<file path="src/rtl/prom_loader_map.svh">
// register map, field positions, reset values and timing counts of the prom loader
// Notes on behaviour
// RULE1: select=1 fetch reads prom word at pointer[5:0] into scratch register.
// RULE2: select=1 save writes scratch register to prom word at pointer[5:0].
// RULE3: software sets fetch or save bit, then polls until it reads low.
// RULE4: while a prom access runs, control reads show fetch and save high.
// RULE5: other register accesses wait until done; both request bits clear at completion.
// RULE6: busy reporting and blocking also cover the load after reset.
// RULE7: with the attach strap low the prom is never accessed.
// RULE8: without prom, setup, base and station registers keep reset defaults.
// RULE9: without prom, software programs setup, base and station registers itself.
// RULE10: setup at word slot*4, base at slot*4+1; station at 20h-22h.
// RULE11: select=0 load fills setup, base, station; save writes setup and base.
// RULE12: slot straps all ones load only the station words.
// RULE13: prom is 64 words of 16 bits, word addressed, whole words only.
// RULE14: select, fetch and save are control bits 0-2, never stored in prom.
// RULE15: serial read, write-enable and write frames; save waits for ready.
// RULE16: requests written during an active operation are ignored.
`ifndef PROM_LOADER_MAP_SVH
`define PROM_LOADER_MAP_SVH

// ----------------------------------------------------------------
// register byte offsets
// ----------------------------------------------------------------
`define REG_CONTROL    8'h00
`define REG_POINTER    8'h04
`define REG_SCRATCH    8'h08
`define REG_SETUP      8'h0C
`define REG_BASE       8'h10
`define REG_STATION0   8'h14
`define REG_STATION1   8'h18
`define REG_STATION2   8'h1C
`define REG_STATUS     8'h20

// ----------------------------------------------------------------
// fields and reset values
// ----------------------------------------------------------------
`define CTL_SELECT_BIT 0
`define CTL_FETCH_BIT  1
`define CTL_SAVE_BIT   2
`define SETUP_RST      16'h0000
`define BASE_RST       16'h0000
`define STATION_RST    16'h0000
`define SLOT_NONE      3'h7
`define STATION_WORD   6'h20
`define STATION_LAST   3'h4

// ----------------------------------------------------------------
// serial frames and timing
// ----------------------------------------------------------------
`define FRAME_READ     3'h6
`define FRAME_WRITE    3'h5
`define FRAME_WEN      9'h130
`define CORE_CLK_MHZ   200
`define SK_HALF_NS     500
`define SK_HALF_CYC    ((`SK_HALF_NS * `CORE_CLK_MHZ + 999) / 1000)

`endif

</file>
<file path="src/rtl/prom_loader_pkg.sv">
// types shared by the prom loader modules
package prom_loader_pkg;

  typedef enum logic [1:0] {
    OP_READ  = 2'h1,
    OP_WRITE = 2'h2
  } prom_op_e;

  typedef enum logic [2:0] {
    C_IDLE = 3'h1,
    C_RUN  = 3'h2,
    C_WAIT = 3'h4
  } ctl_state_e;

  typedef enum logic [3:0] {
    E_IDLE  = 4'h1,
    E_SHIFT = 4'h2,
    E_GAP   = 4'h4,
    E_POLL  = 4'h8
  } eng_state_e;

endpackage : prom_loader_pkg

</file>
<file path="src/rtl/prom_cmd_if.sv">
// word command channel and serial pins between controller and serial engine
`timescale 1ns/1ps
`default_nettype none
interface prom_cmd_if;
  import prom_loader_pkg::*;
  logic        start;
  prom_op_e    op;
  logic [5:0]  addr;
  logic [15:0] wdata;
  logic        done;
  logic [15:0] rdata;
  logic        sdo;
  logic        cs;
  logic        sk;
  logic        di;

  modport ctl (output start, op, addr, wdata, sdo, input done, rdata, cs, sk, di);
  modport eng (input start, op, addr, wdata, sdo, output done, rdata, cs, sk, di);
endinterface : prom_cmd_if
`default_nettype wire

</file>
<file path="src/rtl/prom_serial_engine.sv">
// three-wire serial prom engine: one word read or one word write per command
`timescale 1ns/1ps
`default_nettype none
`include "prom_loader_map.svh"
module prom_serial_engine
  import prom_loader_pkg::*;
(
  // clock and reset
  input  wire logic core_clk,
  input  wire logic rstn,
  // command channel and pins
  prom_cmd_if.eng   cmd
);

  localparam logic [7:0] HALF = 8'(`SK_HALF_CYC);

  eng_state_e  state_q;
  logic [24:0] tx_q;
  logic [15:0] rx_q;
  logic [4:0]  nbits_q;
  logic [7:0]  cnt_q;
  logic        wen_pend_q;
  logic        poll_pend_q;
  logic        tick;

  assign tick = (cnt_q == HALF - 8'h01);

  // ----------------------------------------------------------------
  // half period timer
  // ----------------------------------------------------------------
  always_ff @(posedge core_clk or negedge rstn) begin
    if (!rstn) begin
      cnt_q <= 8'h00;
    end else if (state_q == E_IDLE || tick) begin
      cnt_q <= 8'h00;
    end else begin
      cnt_q <= cnt_q + 8'h01;
    end
  end

  // ----------------------------------------------------------------
  // frame sequencer
  // ----------------------------------------------------------------
  always_ff @(posedge core_clk or negedge rstn) begin
    if (!rstn) begin
      state_q     <= E_IDLE;
      tx_q        <= 25'h0;
      rx_q        <= 16'h0;
      nbits_q     <= 5'h0;
      wen_pend_q  <= 1'b0;
      poll_pend_q <= 1'b0;
      cmd.cs      <= 1'b0;
      cmd.sk      <= 1'b0;
      cmd.di      <= 1'b0;
      cmd.done    <= 1'b0;
      cmd.rdata   <= 16'h0;
    end else begin
      cmd.done <= 1'b0;
      unique case (state_q)
        E_IDLE: begin
          if (cmd.start) begin
            cmd.cs  <= 1'b1;
            cmd.di  <= 1'b1;
            state_q <= E_SHIFT;
            if (cmd.op == OP_WRITE) begin
              tx_q       <= {`FRAME_WEN, 16'h0}; // RULE15
              nbits_q    <= 5'd9;
              wen_pend_q <= 1'b1;
            end else begin
              tx_q       <= {`FRAME_READ, cmd.addr, 16'h0}; // RULE15
              nbits_q    <= 5'd25;
              wen_pend_q <= 1'b0;
            end
          end
        end
        E_SHIFT: begin
          if (tick) begin
            if (!cmd.sk) begin
              cmd.sk <= 1'b1;
            end else begin
              cmd.sk  <= 1'b0;
              rx_q    <= {rx_q[14:0], cmd.sdo};
              tx_q    <= {tx_q[23:0], 1'b0};
              cmd.di  <= tx_q[23];
              nbits_q <= nbits_q - 5'h1;
              if (nbits_q == 5'h1) begin
                cmd.cs  <= 1'b0;
                cmd.di  <= 1'b0;
                state_q <= E_GAP;
              end
            end
          end
        end
        E_GAP: begin
          if (tick) begin
            if (wen_pend_q) begin
              wen_pend_q  <= 1'b0;
              poll_pend_q <= 1'b1;
              cmd.cs      <= 1'b1;
              cmd.di      <= 1'b1;
              tx_q        <= {`FRAME_WRITE, cmd.addr, cmd.wdata}; // RULE15
              nbits_q     <= 5'd25;
              state_q     <= E_SHIFT;
            end else if (poll_pend_q) begin
              poll_pend_q <= 1'b0;
              cmd.cs      <= 1'b1;
              state_q     <= E_POLL;
            end else begin
              cmd.rdata <= rx_q; // RULE13
              cmd.done  <= 1'b1;
              state_q   <= E_IDLE;
            end
          end
        end
        E_POLL: begin
          if (tick && cmd.sdo) begin // RULE15
            cmd.cs   <= 1'b0;
            cmd.done <= 1'b1;
            state_q  <= E_IDLE;
          end
        end
      endcase
    end
  end

endmodule : prom_serial_engine
`default_nettype wire

</file>
<file path="src/rtl/serial_prom_config_loader.sv">
// configuration loader: ahb-lite registers, reset load and serial prom jobs
//
// Local design decisions: the placing of the registers and the AHB-Lite interface to the registers.
`timescale 1ns/1ps
`default_nettype none
`include "prom_loader_map.svh"
module serial_prom_config_loader
  import prom_loader_pkg::*;
(
  // clock and reset
  input  wire logic        core_clk,
  input  wire logic        rstn,
  // ahb-lite slave
  input  wire logic        hsel,
  input  wire logic [31:0] haddr,
  input  wire logic [1:0]  htrans,
  input  wire logic        hwrite,
  input  wire logic [2:0]  hsize,
  input  wire logic [31:0] hwdata,
  input  wire logic        hready,
  output logic             hreadyout,
  output logic [31:0]      hrdata,
  output logic             hresp,
  // straps
  input  wire logic        prom_attach_strap,
  input  wire logic [2:0]  slot_select_straps,
  // serial prom pins
  output logic             prom_cs,
  output logic             prom_sk,
  output logic             prom_di,
  input  wire logic        prom_do
);

  prom_cmd_if cmd ();

  prom_serial_engine u_engine (
    .core_clk (core_clk),
    .rstn     (rstn),
    .cmd      (cmd)
  );

  assign prom_cs = cmd.cs;
  assign prom_sk = cmd.sk;
  assign prom_di = cmd.di;
  assign hresp   = 1'b0;

  // ----------------------------------------------------------------
  // pin synchronisers
  // ----------------------------------------------------------------
  logic [4:0] sync1_q;
  logic [4:0] sync2_q;
  logic       attach;
  logic [2:0] slot;

  always_ff @(posedge core_clk or negedge rstn) begin
    if (!rstn) begin
      sync1_q <= 5'h0;
      sync2_q <= 5'h0;
    end else begin
      sync1_q <= {prom_do, prom_attach_strap, slot_select_straps};
      sync2_q <= sync1_q;
    end
  end

  assign cmd.sdo = sync2_q[4];
  assign attach  = sync2_q[3];
  assign slot    = sync2_q[2:0];

  // ----------------------------------------------------------------
  // job controller
  // ----------------------------------------------------------------
  ctl_state_e  state_q;
  logic [1:0]  boot_cnt_q;
  logic        boot_q;
  logic        job_fetch_q;
  logic        job_gp_q;
  logic [2:0]  step_q;
  logic [2:0]  last_q;
  logic        select_q;
  logic [5:0]  pointer_q;
  logic [15:0] scratch_q;
  logic [15:0] setup_q;
  logic [15:0] base_q;
  logic [15:0] station_q [0:2];
  logic        busy;
  logic        req_fetch;
  logic        req_save;
  logic        exec;
  logic [7:0]  dp_addr_q;
  logic        hwrite_q;

  assign busy = boot_q || (state_q != C_IDLE);

  // word address of the current step
  always_comb begin
    if (job_gp_q) begin
      cmd.addr = pointer_q; // RULE1 RULE2
    end else if (step_q < 3'h2) begin
      cmd.addr = {1'b0, slot, 2'b00} | {5'h0, step_q[0]}; // RULE10
    end else begin
      cmd.addr = `STATION_WORD + {3'h0, step_q - 3'h2}; // RULE10
    end
  end

  always_comb begin
    if (job_gp_q) begin
      cmd.wdata = scratch_q;
    end else if (step_q == 3'h0) begin
      cmd.wdata = setup_q;
    end else begin
      cmd.wdata = base_q;
    end
  end

  assign cmd.op = job_fetch_q ? OP_READ : OP_WRITE;

  // requests from a control write, taken only when idle
  assign req_fetch = exec && dp_addr_q == `REG_CONTROL && hwrite_q && !busy
                     && hwdata[`CTL_FETCH_BIT] && attach; // RULE3 RULE7 RULE16
  assign req_save  = exec && dp_addr_q == `REG_CONTROL && hwrite_q && !busy
                     && hwdata[`CTL_SAVE_BIT] && attach; // RULE3 RULE7 RULE16

  always_ff @(posedge core_clk or negedge rstn) begin
    if (!rstn) begin
      state_q     <= C_IDLE;
      boot_q      <= 1'b1;
      boot_cnt_q  <= 2'h0;
      job_fetch_q <= 1'b0;
      job_gp_q    <= 1'b0;
      step_q      <= 3'h0;
      last_q      <= 3'h0;
      cmd.start   <= 1'b0;
    end else begin
      cmd.start <= 1'b0;
      unique case (state_q)
        C_IDLE: begin
          if (boot_q) begin
            boot_cnt_q <= boot_cnt_q + 2'h1;
            if (boot_cnt_q == 2'h3) begin
              job_fetch_q <= 1'b1;
              job_gp_q    <= 1'b0;
              step_q      <= (slot == `SLOT_NONE) ? 3'h2 : 3'h0; // RULE12
              last_q      <= `STATION_LAST;
              state_q     <= attach ? C_RUN : C_IDLE; // RULE6 RULE7 RULE8
              boot_q      <= attach;
            end
          end else if (req_fetch) begin
            job_fetch_q <= 1'b1;
            job_gp_q    <= hwdata[`CTL_SELECT_BIT]; // RULE1 RULE11
            step_q      <= (!hwdata[`CTL_SELECT_BIT] && slot == `SLOT_NONE) ? 3'h2 : 3'h0;
            last_q      <= hwdata[`CTL_SELECT_BIT] ? 3'h0 : `STATION_LAST;
            state_q     <= C_RUN;
          end else if (req_save) begin
            job_fetch_q <= 1'b0;
            job_gp_q    <= hwdata[`CTL_SELECT_BIT]; // RULE2 RULE11
            step_q      <= 3'h0;
            last_q      <= hwdata[`CTL_SELECT_BIT] ? 3'h0 : 3'h1;
            state_q     <= (!hwdata[`CTL_SELECT_BIT] && slot == `SLOT_NONE) ? C_IDLE : C_RUN;
          end
        end
        C_RUN: begin
          cmd.start <= 1'b1;
          state_q   <= C_WAIT;
        end
        C_WAIT: begin
          if (cmd.done) begin
            if (step_q == last_q) begin
              state_q <= C_IDLE; // RULE5
              boot_q  <= 1'b0;
            end else begin
              step_q  <= step_q + 3'h1;
              state_q <= C_RUN;
            end
          end
        end
      endcase
    end
  end

  // ----------------------------------------------------------------
  // ahb-lite data phase, held off while a job runs, except control register accesses
  // ----------------------------------------------------------------
  logic pend_q;

  assign exec = pend_q && !(busy && dp_addr_q != `REG_CONTROL); // RULE5 RULE6

  always_ff @(posedge core_clk or negedge rstn) begin
    if (!rstn) begin
      pend_q    <= 1'b0;
      hwrite_q  <= 1'b0;
      dp_addr_q <= 8'h00;
      hreadyout <= 1'b1;
    end else if (hsel && htrans[1] && hready) begin
      pend_q    <= 1'b1;
      hwrite_q  <= hwrite;
      dp_addr_q <= {haddr[7:2], 2'b00};
      hreadyout <= 1'b0;
    end else if (exec) begin
      pend_q    <= 1'b0;
      hreadyout <= 1'b1;
    end
  end

  // read data
  always_ff @(posedge core_clk or negedge rstn) begin
    if (!rstn) begin
      hrdata <= 32'h0;
    end else if (exec && !hwrite_q) begin
      unique case (dp_addr_q)
        `REG_CONTROL:  hrdata <= {29'h0, busy, busy, select_q}; // RULE4 RULE14
        `REG_POINTER:  hrdata <= {26'h0, pointer_q};
        `REG_SCRATCH:  hrdata <= {16'h0, scratch_q};
        `REG_SETUP:    hrdata <= {16'h0, setup_q};
        `REG_BASE:     hrdata <= {16'h0, base_q};
        `REG_STATION0: hrdata <= {16'h0, station_q[0]};
        `REG_STATION1: hrdata <= {16'h0, station_q[1]};
        `REG_STATION2: hrdata <= {16'h0, station_q[2]};
        `REG_STATUS:   hrdata <= {27'h0, busy, attach, slot};
        default:       hrdata <= 32'h0;
      endcase
    end
  end

  // ----------------------------------------------------------------
  // register storage: software writes and prom loads
  // ----------------------------------------------------------------
  always_ff @(posedge core_clk or negedge rstn) begin
    if (!rstn) begin
      select_q  <= 1'b0;
      pointer_q <= 6'h00;
      scratch_q <= 16'h0000;
      setup_q   <= `SETUP_RST; // RULE8
      base_q    <= `BASE_RST;
      for (int i = 0; i < 3; i++) begin
        station_q[i] <= `STATION_RST;
      end
    end else if (state_q == C_WAIT && cmd.done && job_fetch_q) begin
      if (job_gp_q) begin
        scratch_q <= cmd.rdata; // RULE1
      end else if (step_q == 3'h0) begin
        setup_q <= cmd.rdata; // RULE11
      end else if (step_q == 3'h1) begin
        base_q <= cmd.rdata;
      end else begin
        station_q[step_q[1:0] ^ 2'h2] <= cmd.rdata;
      end
    end else if (exec && hwrite_q) begin
      unique case (dp_addr_q)
        `REG_CONTROL:  if (!busy) select_q <= hwdata[`CTL_SELECT_BIT]; // RULE16
        `REG_POINTER:  pointer_q <= hwdata[5:0];
        `REG_SCRATCH:  scratch_q <= hwdata[15:0];
        `REG_SETUP:    setup_q <= hwdata[15:0]; // RULE9
        `REG_BASE:     base_q <= hwdata[15:0];
        `REG_STATION0: station_q[0] <= hwdata[15:0];
        `REG_STATION1: station_q[1] <= hwdata[15:0];
        `REG_STATION2: station_q[2] <= hwdata[15:0];
        default:       ;
      endcase
    end
  end

endmodule : serial_prom_config_loader
`default_nettype wire

</file>
<file path="config.mk">
export PLATFORM = sky130hd
export DESIGN_NAME = serial_prom_config_loader
export DESIGN_NICKNAME = d
export VERILOG_FILES = /design/src/rtl/prom_loader_pkg.sv /design/src/rtl/prom_cmd_if.sv /design/src/rtl/prom_serial_engine.sv /design/src/rtl/serial_prom_config_loader.sv
export VERILOG_INCLUDE_DIRS = /design/src /design/src/rtl
export SDC_FILE = /design/constraint.sdc
export NUM_CORES = 1
export LEC_CHECK = 0
export BUFFER_PORTS_ARGS = -buffer_cell sky130_fd_sc_hd__buf_2
export CORE_AREA = 2 2 173 175
export CTS_CLUSTER_DIAMETER = 30
export DETAILED_ROUTE_END_ITERATION = 16
export DIE_AREA = 0 0 175 177
export PLACE_DENSITY = 0.53
export SYNTH_ARGS = -nofsm -noshare
export SYNTH_HDL_FRONTEND = slang
export SYNTH_SLANG_ARGS = --single-unit
</file>
<file path="constraint.sdc">
create_clock -name core_clk -period 2.8 [get_ports core_clk]
set_clock_uncertainty 0.1 [all_clocks]
set_input_delay 0.42 -clock core_clk [delete_from_list [all_inputs] [get_ports core_clk]]
set_output_delay 0.42 -clock core_clk [all_outputs]
set_load 0.01 [all_outputs]
</file>
==> results.json <==
{
  "synth_top_area_frac": 0.5077,
  "worst_hold_slack_ns": 0.02918,
  "clock_latency_ns": 0.59,
  "ir_drop_v": 0.0007508,
  "cap_violations": 0,
  "yosysTopAreaCell": "dfrtp_1",
  "synthArstFlopShare": 1.000,
  "post_cts_resized": 0,
  "synth_cell_types": 68,
  "die_h_um": 177,
  "maxSlewHeadroom": 0.4960,
  "synthesis.area_um2": 11190,
  "switching_power_mw": 3.277,
  "die_area_um2": 30980,
  "startpoint_type": "flop",
  "postSynthCellCount": 923,
  "fillers": 2629,
  "cts_tree": "done",
  "critPathArrivalTime_ns": 2.96,
  "swShare": 0.2653,
  "routedWlPerCell_um": 19.10,
  "synth_area_leaders": "dfrtp_1, mux2_2, mux2_4, a22oi_1, nor2_1",
  "postCtsSetupBuffers": 0,
  "tightestPinTransition_ns": 0.7465,
  "portBuffers": 52,
  "die_w_um": 175,
  "finalSetupTns_ns": 0,
  "htreeDepth": 2,
  "design.core.area_um2": 29240,
  "syn2layout_area_growth_pct": 29.21,
  "vias": 7833,
  "drive_above_1_share": 0.3631,
  "cellInternalPower_mw": 9.075,
  "seq_area_frac_synth": 0.5171,
  "grt_overflow": 0,
  "clockPowerShare": 0.557,
  "grt_pass1_wl_mm": 45.78,
  "grt_usage": 0.1891,
  "status": "completed",
  "drcViolationCount": 0,
  "rsz0062_at_grt": "no",
  "cts-hold-fix-buffers": 15,
  "critPathKind": "flop to flop",
  "combPwrFrac": 0.130,
  "cp_max_fo": 9,
  "dpl.hpwl_mm": 19.11,
  "setup_viol": 0,
  "min-delay-path-class": "input port to flop",
  "hold_viol_final": 0,
  "via_per_inst": 5.232,
  "avgSynthCellArea_um2": 12.12,
  "power_frac_seq": 0.313,
  "synth_edf_count": 0,
  "clockRootBuffer": "clkbuf_16",
  "period_needed_ns": 2.656,
  "nets": 1146,
  "routed_wl_mm": 28.59,
  "gp_congestion": 0.7768,
  "power_leakage_nw": 7.027,
  "crit_required_ns": 3.11,
  "fin_total_pwr_mw": 12.35,
  "dr.pass1.iters": 5,
  "rows": 63,
  "first_global_vias": 7976,
  "clockBufferDepth": 3,
  "slew_viol_final": 0,
  "fin_crit_sh": 0.9485,
  "yosysMostFrequentCell": "dfrtp_1",
  "layoutNonFillerInstCount": 1497,
  "path_clk_slew_ns": 0.05,
  "detail-route-antenna-nets": 0,
  "cts-buffers-inserted": 58,
  "ys_warn_count": 0,
  "cp-end-kind": "flop",
  "start_util": 0.3826,
  "postLayoutCellArea_um2": 14460,
  "ioPinCount": 116,
  "numClockSinks": 231,
  "postPlaceCellArea_um2": 12220,
  "powerDensity_nw_per_um2": 854.4,
  "synth-seq-cells": 231,
  "dp.cells": 1372,
  "drtIter0Drc": 443,
  "fmaxAchievable_ghz": 0.3766,
  "antenna_found_initial": 0,
  "synth_top_flop_cell": "dfrtp_1",
  "synth_common_cells": "dfrtp_1, mux2_2, nor2_1, a22oi_1, mux2_4",
  "antennaDiodeCount": 0,
  "grt_max_degree": 68
}
layout make-up:
cell class / count / area [µm²] / area share
well taps: 390 / 488.0 / 0.03375
inverters: 17 / 63.81 / 0.004414
clock inverters: 44 / 554.3 / 0.03834
multi-input cells: 622 / 5039 / 0.3485
repair buffers: 127 / 996.0 / 0.06889
clock buffers: 66 / 1531 / 0.1059
flip-flops and latches: 231 / 5786 / 0.4002
state kept, by name, indices dropped and copies added (netlist names), 2 cells and up:
signal	flops
base_q	16
dp_addr_q	6
scratch_q	16
sync1_q	5
u_engine.tx_q	24
u_engine.cmd.rdata	16
boot_cnt_q	2
u_engine.state_q	4
hrdata	16
u_engine.nbits_q	5
state_q	3
last_q	2
pointer_q	6
u_engine.rx_q	16
u_engine.cnt_q	8
station_q	48
setup_q	16
sync2_q	5
step_q	3
critical path, stage by stage, from the launching register on:
cell     delay [ns]
dfstp_2        0.52
or4b_2         0.66
o31ai_4        0.12
and4_1         0.32
buf_4          0.19
a22oi_4        0.06
buf_4          0.21
mux2_1         0.33
path summary, 6_finish.rpt:
check / cells after the start / start / end / slack [ns]
setup reg to reg: 7 / state_q[0] / scratch_q[15] / 0.14
min in group asynchronous: 2 / rstn / pointer_q[1] / 0.26
hold / removal: 2 / hwdata[5] / pointer_q[5] / 0.03
setup / recovery: 7 / state_q[0] / scratch_q[15] / 0.14
hold reg to reg: 0 / sync1_q[1] / sync2_q[1] / 0.24
max in group asynchronous: 3 / rstn / hreadyout / 1.54
stage by stage:
stage / setup slack [ns] / util
floorplan: 0.2229 / -
global placement: 0.1987 / 0.4179
detailed placement: 0.1723 / 0.4179
CTS: 0.1225 / 0.4944
global route: 0.04336 / 0.4944
finish: 0.1443 / 0.4944
power by group through the flow:
stage | Combinational, mW | Clock (mW) | Sequential (mW)
2_1_floorplan | 1.03 | 0 | 3.86
3_3_place_gp | 1.57 | 0 | 3.90
3_5_place_dp | 1.58 | 0 | 3.91
4_1_cts | 1.61 | 7.01 | 3.86
5_1_grt | 1.76 | 7.21 | 3.90
6_report | 1.61 | 6.88 | 3.86
placed cells by master (no fill, tap or decap), drive strengths merged, types with 7 or more instances in the layout:
| cell | instances |
|---|---|
| inv | 21 |
| nand3 | 23 |
| buf | 112 |
| dlygate4sd3 | 15 |
| a22oi | 63 |
| mux2i | 21 |
| conb | 17 |
| clkinvlp | 8 |
| bufinv | 8 |
| nand2b | 8 |
| clkinv | 24 |
| nor2 | 62 |
| o21ai | 39 |
| ha | 10 |
| nor2b | 7 |
| a22o | 21 |
| a21oi | 32 |
| clkbuf | 66 |
| dfrtp | 227 |
| nor3 | 10 |
| nand2 | 37 |
| mux2 | 168 |
logic make-up after synthesis:
family,Yosys count,share of synthesized area
flops,231,0.5171
compound gates,204,0.1337
simple gates,191,0.08588
mux,190,0.2033
buf+inv,86,0.04070
fa+ha+maj,10,0.01118
xor+xnor,10,0.007827
other cells,1,0.0003351
metal layers:
metal	vias to the layer above	global-route usage	wire, µm
li1	3672	-	-
met4	0	0.04757	397
met5	-	0	0
met3	36	0.03265	1399
met2	187	0.3030	13220
met1	3938	0.2670	13570
Power figures use the tool's default switching activity.
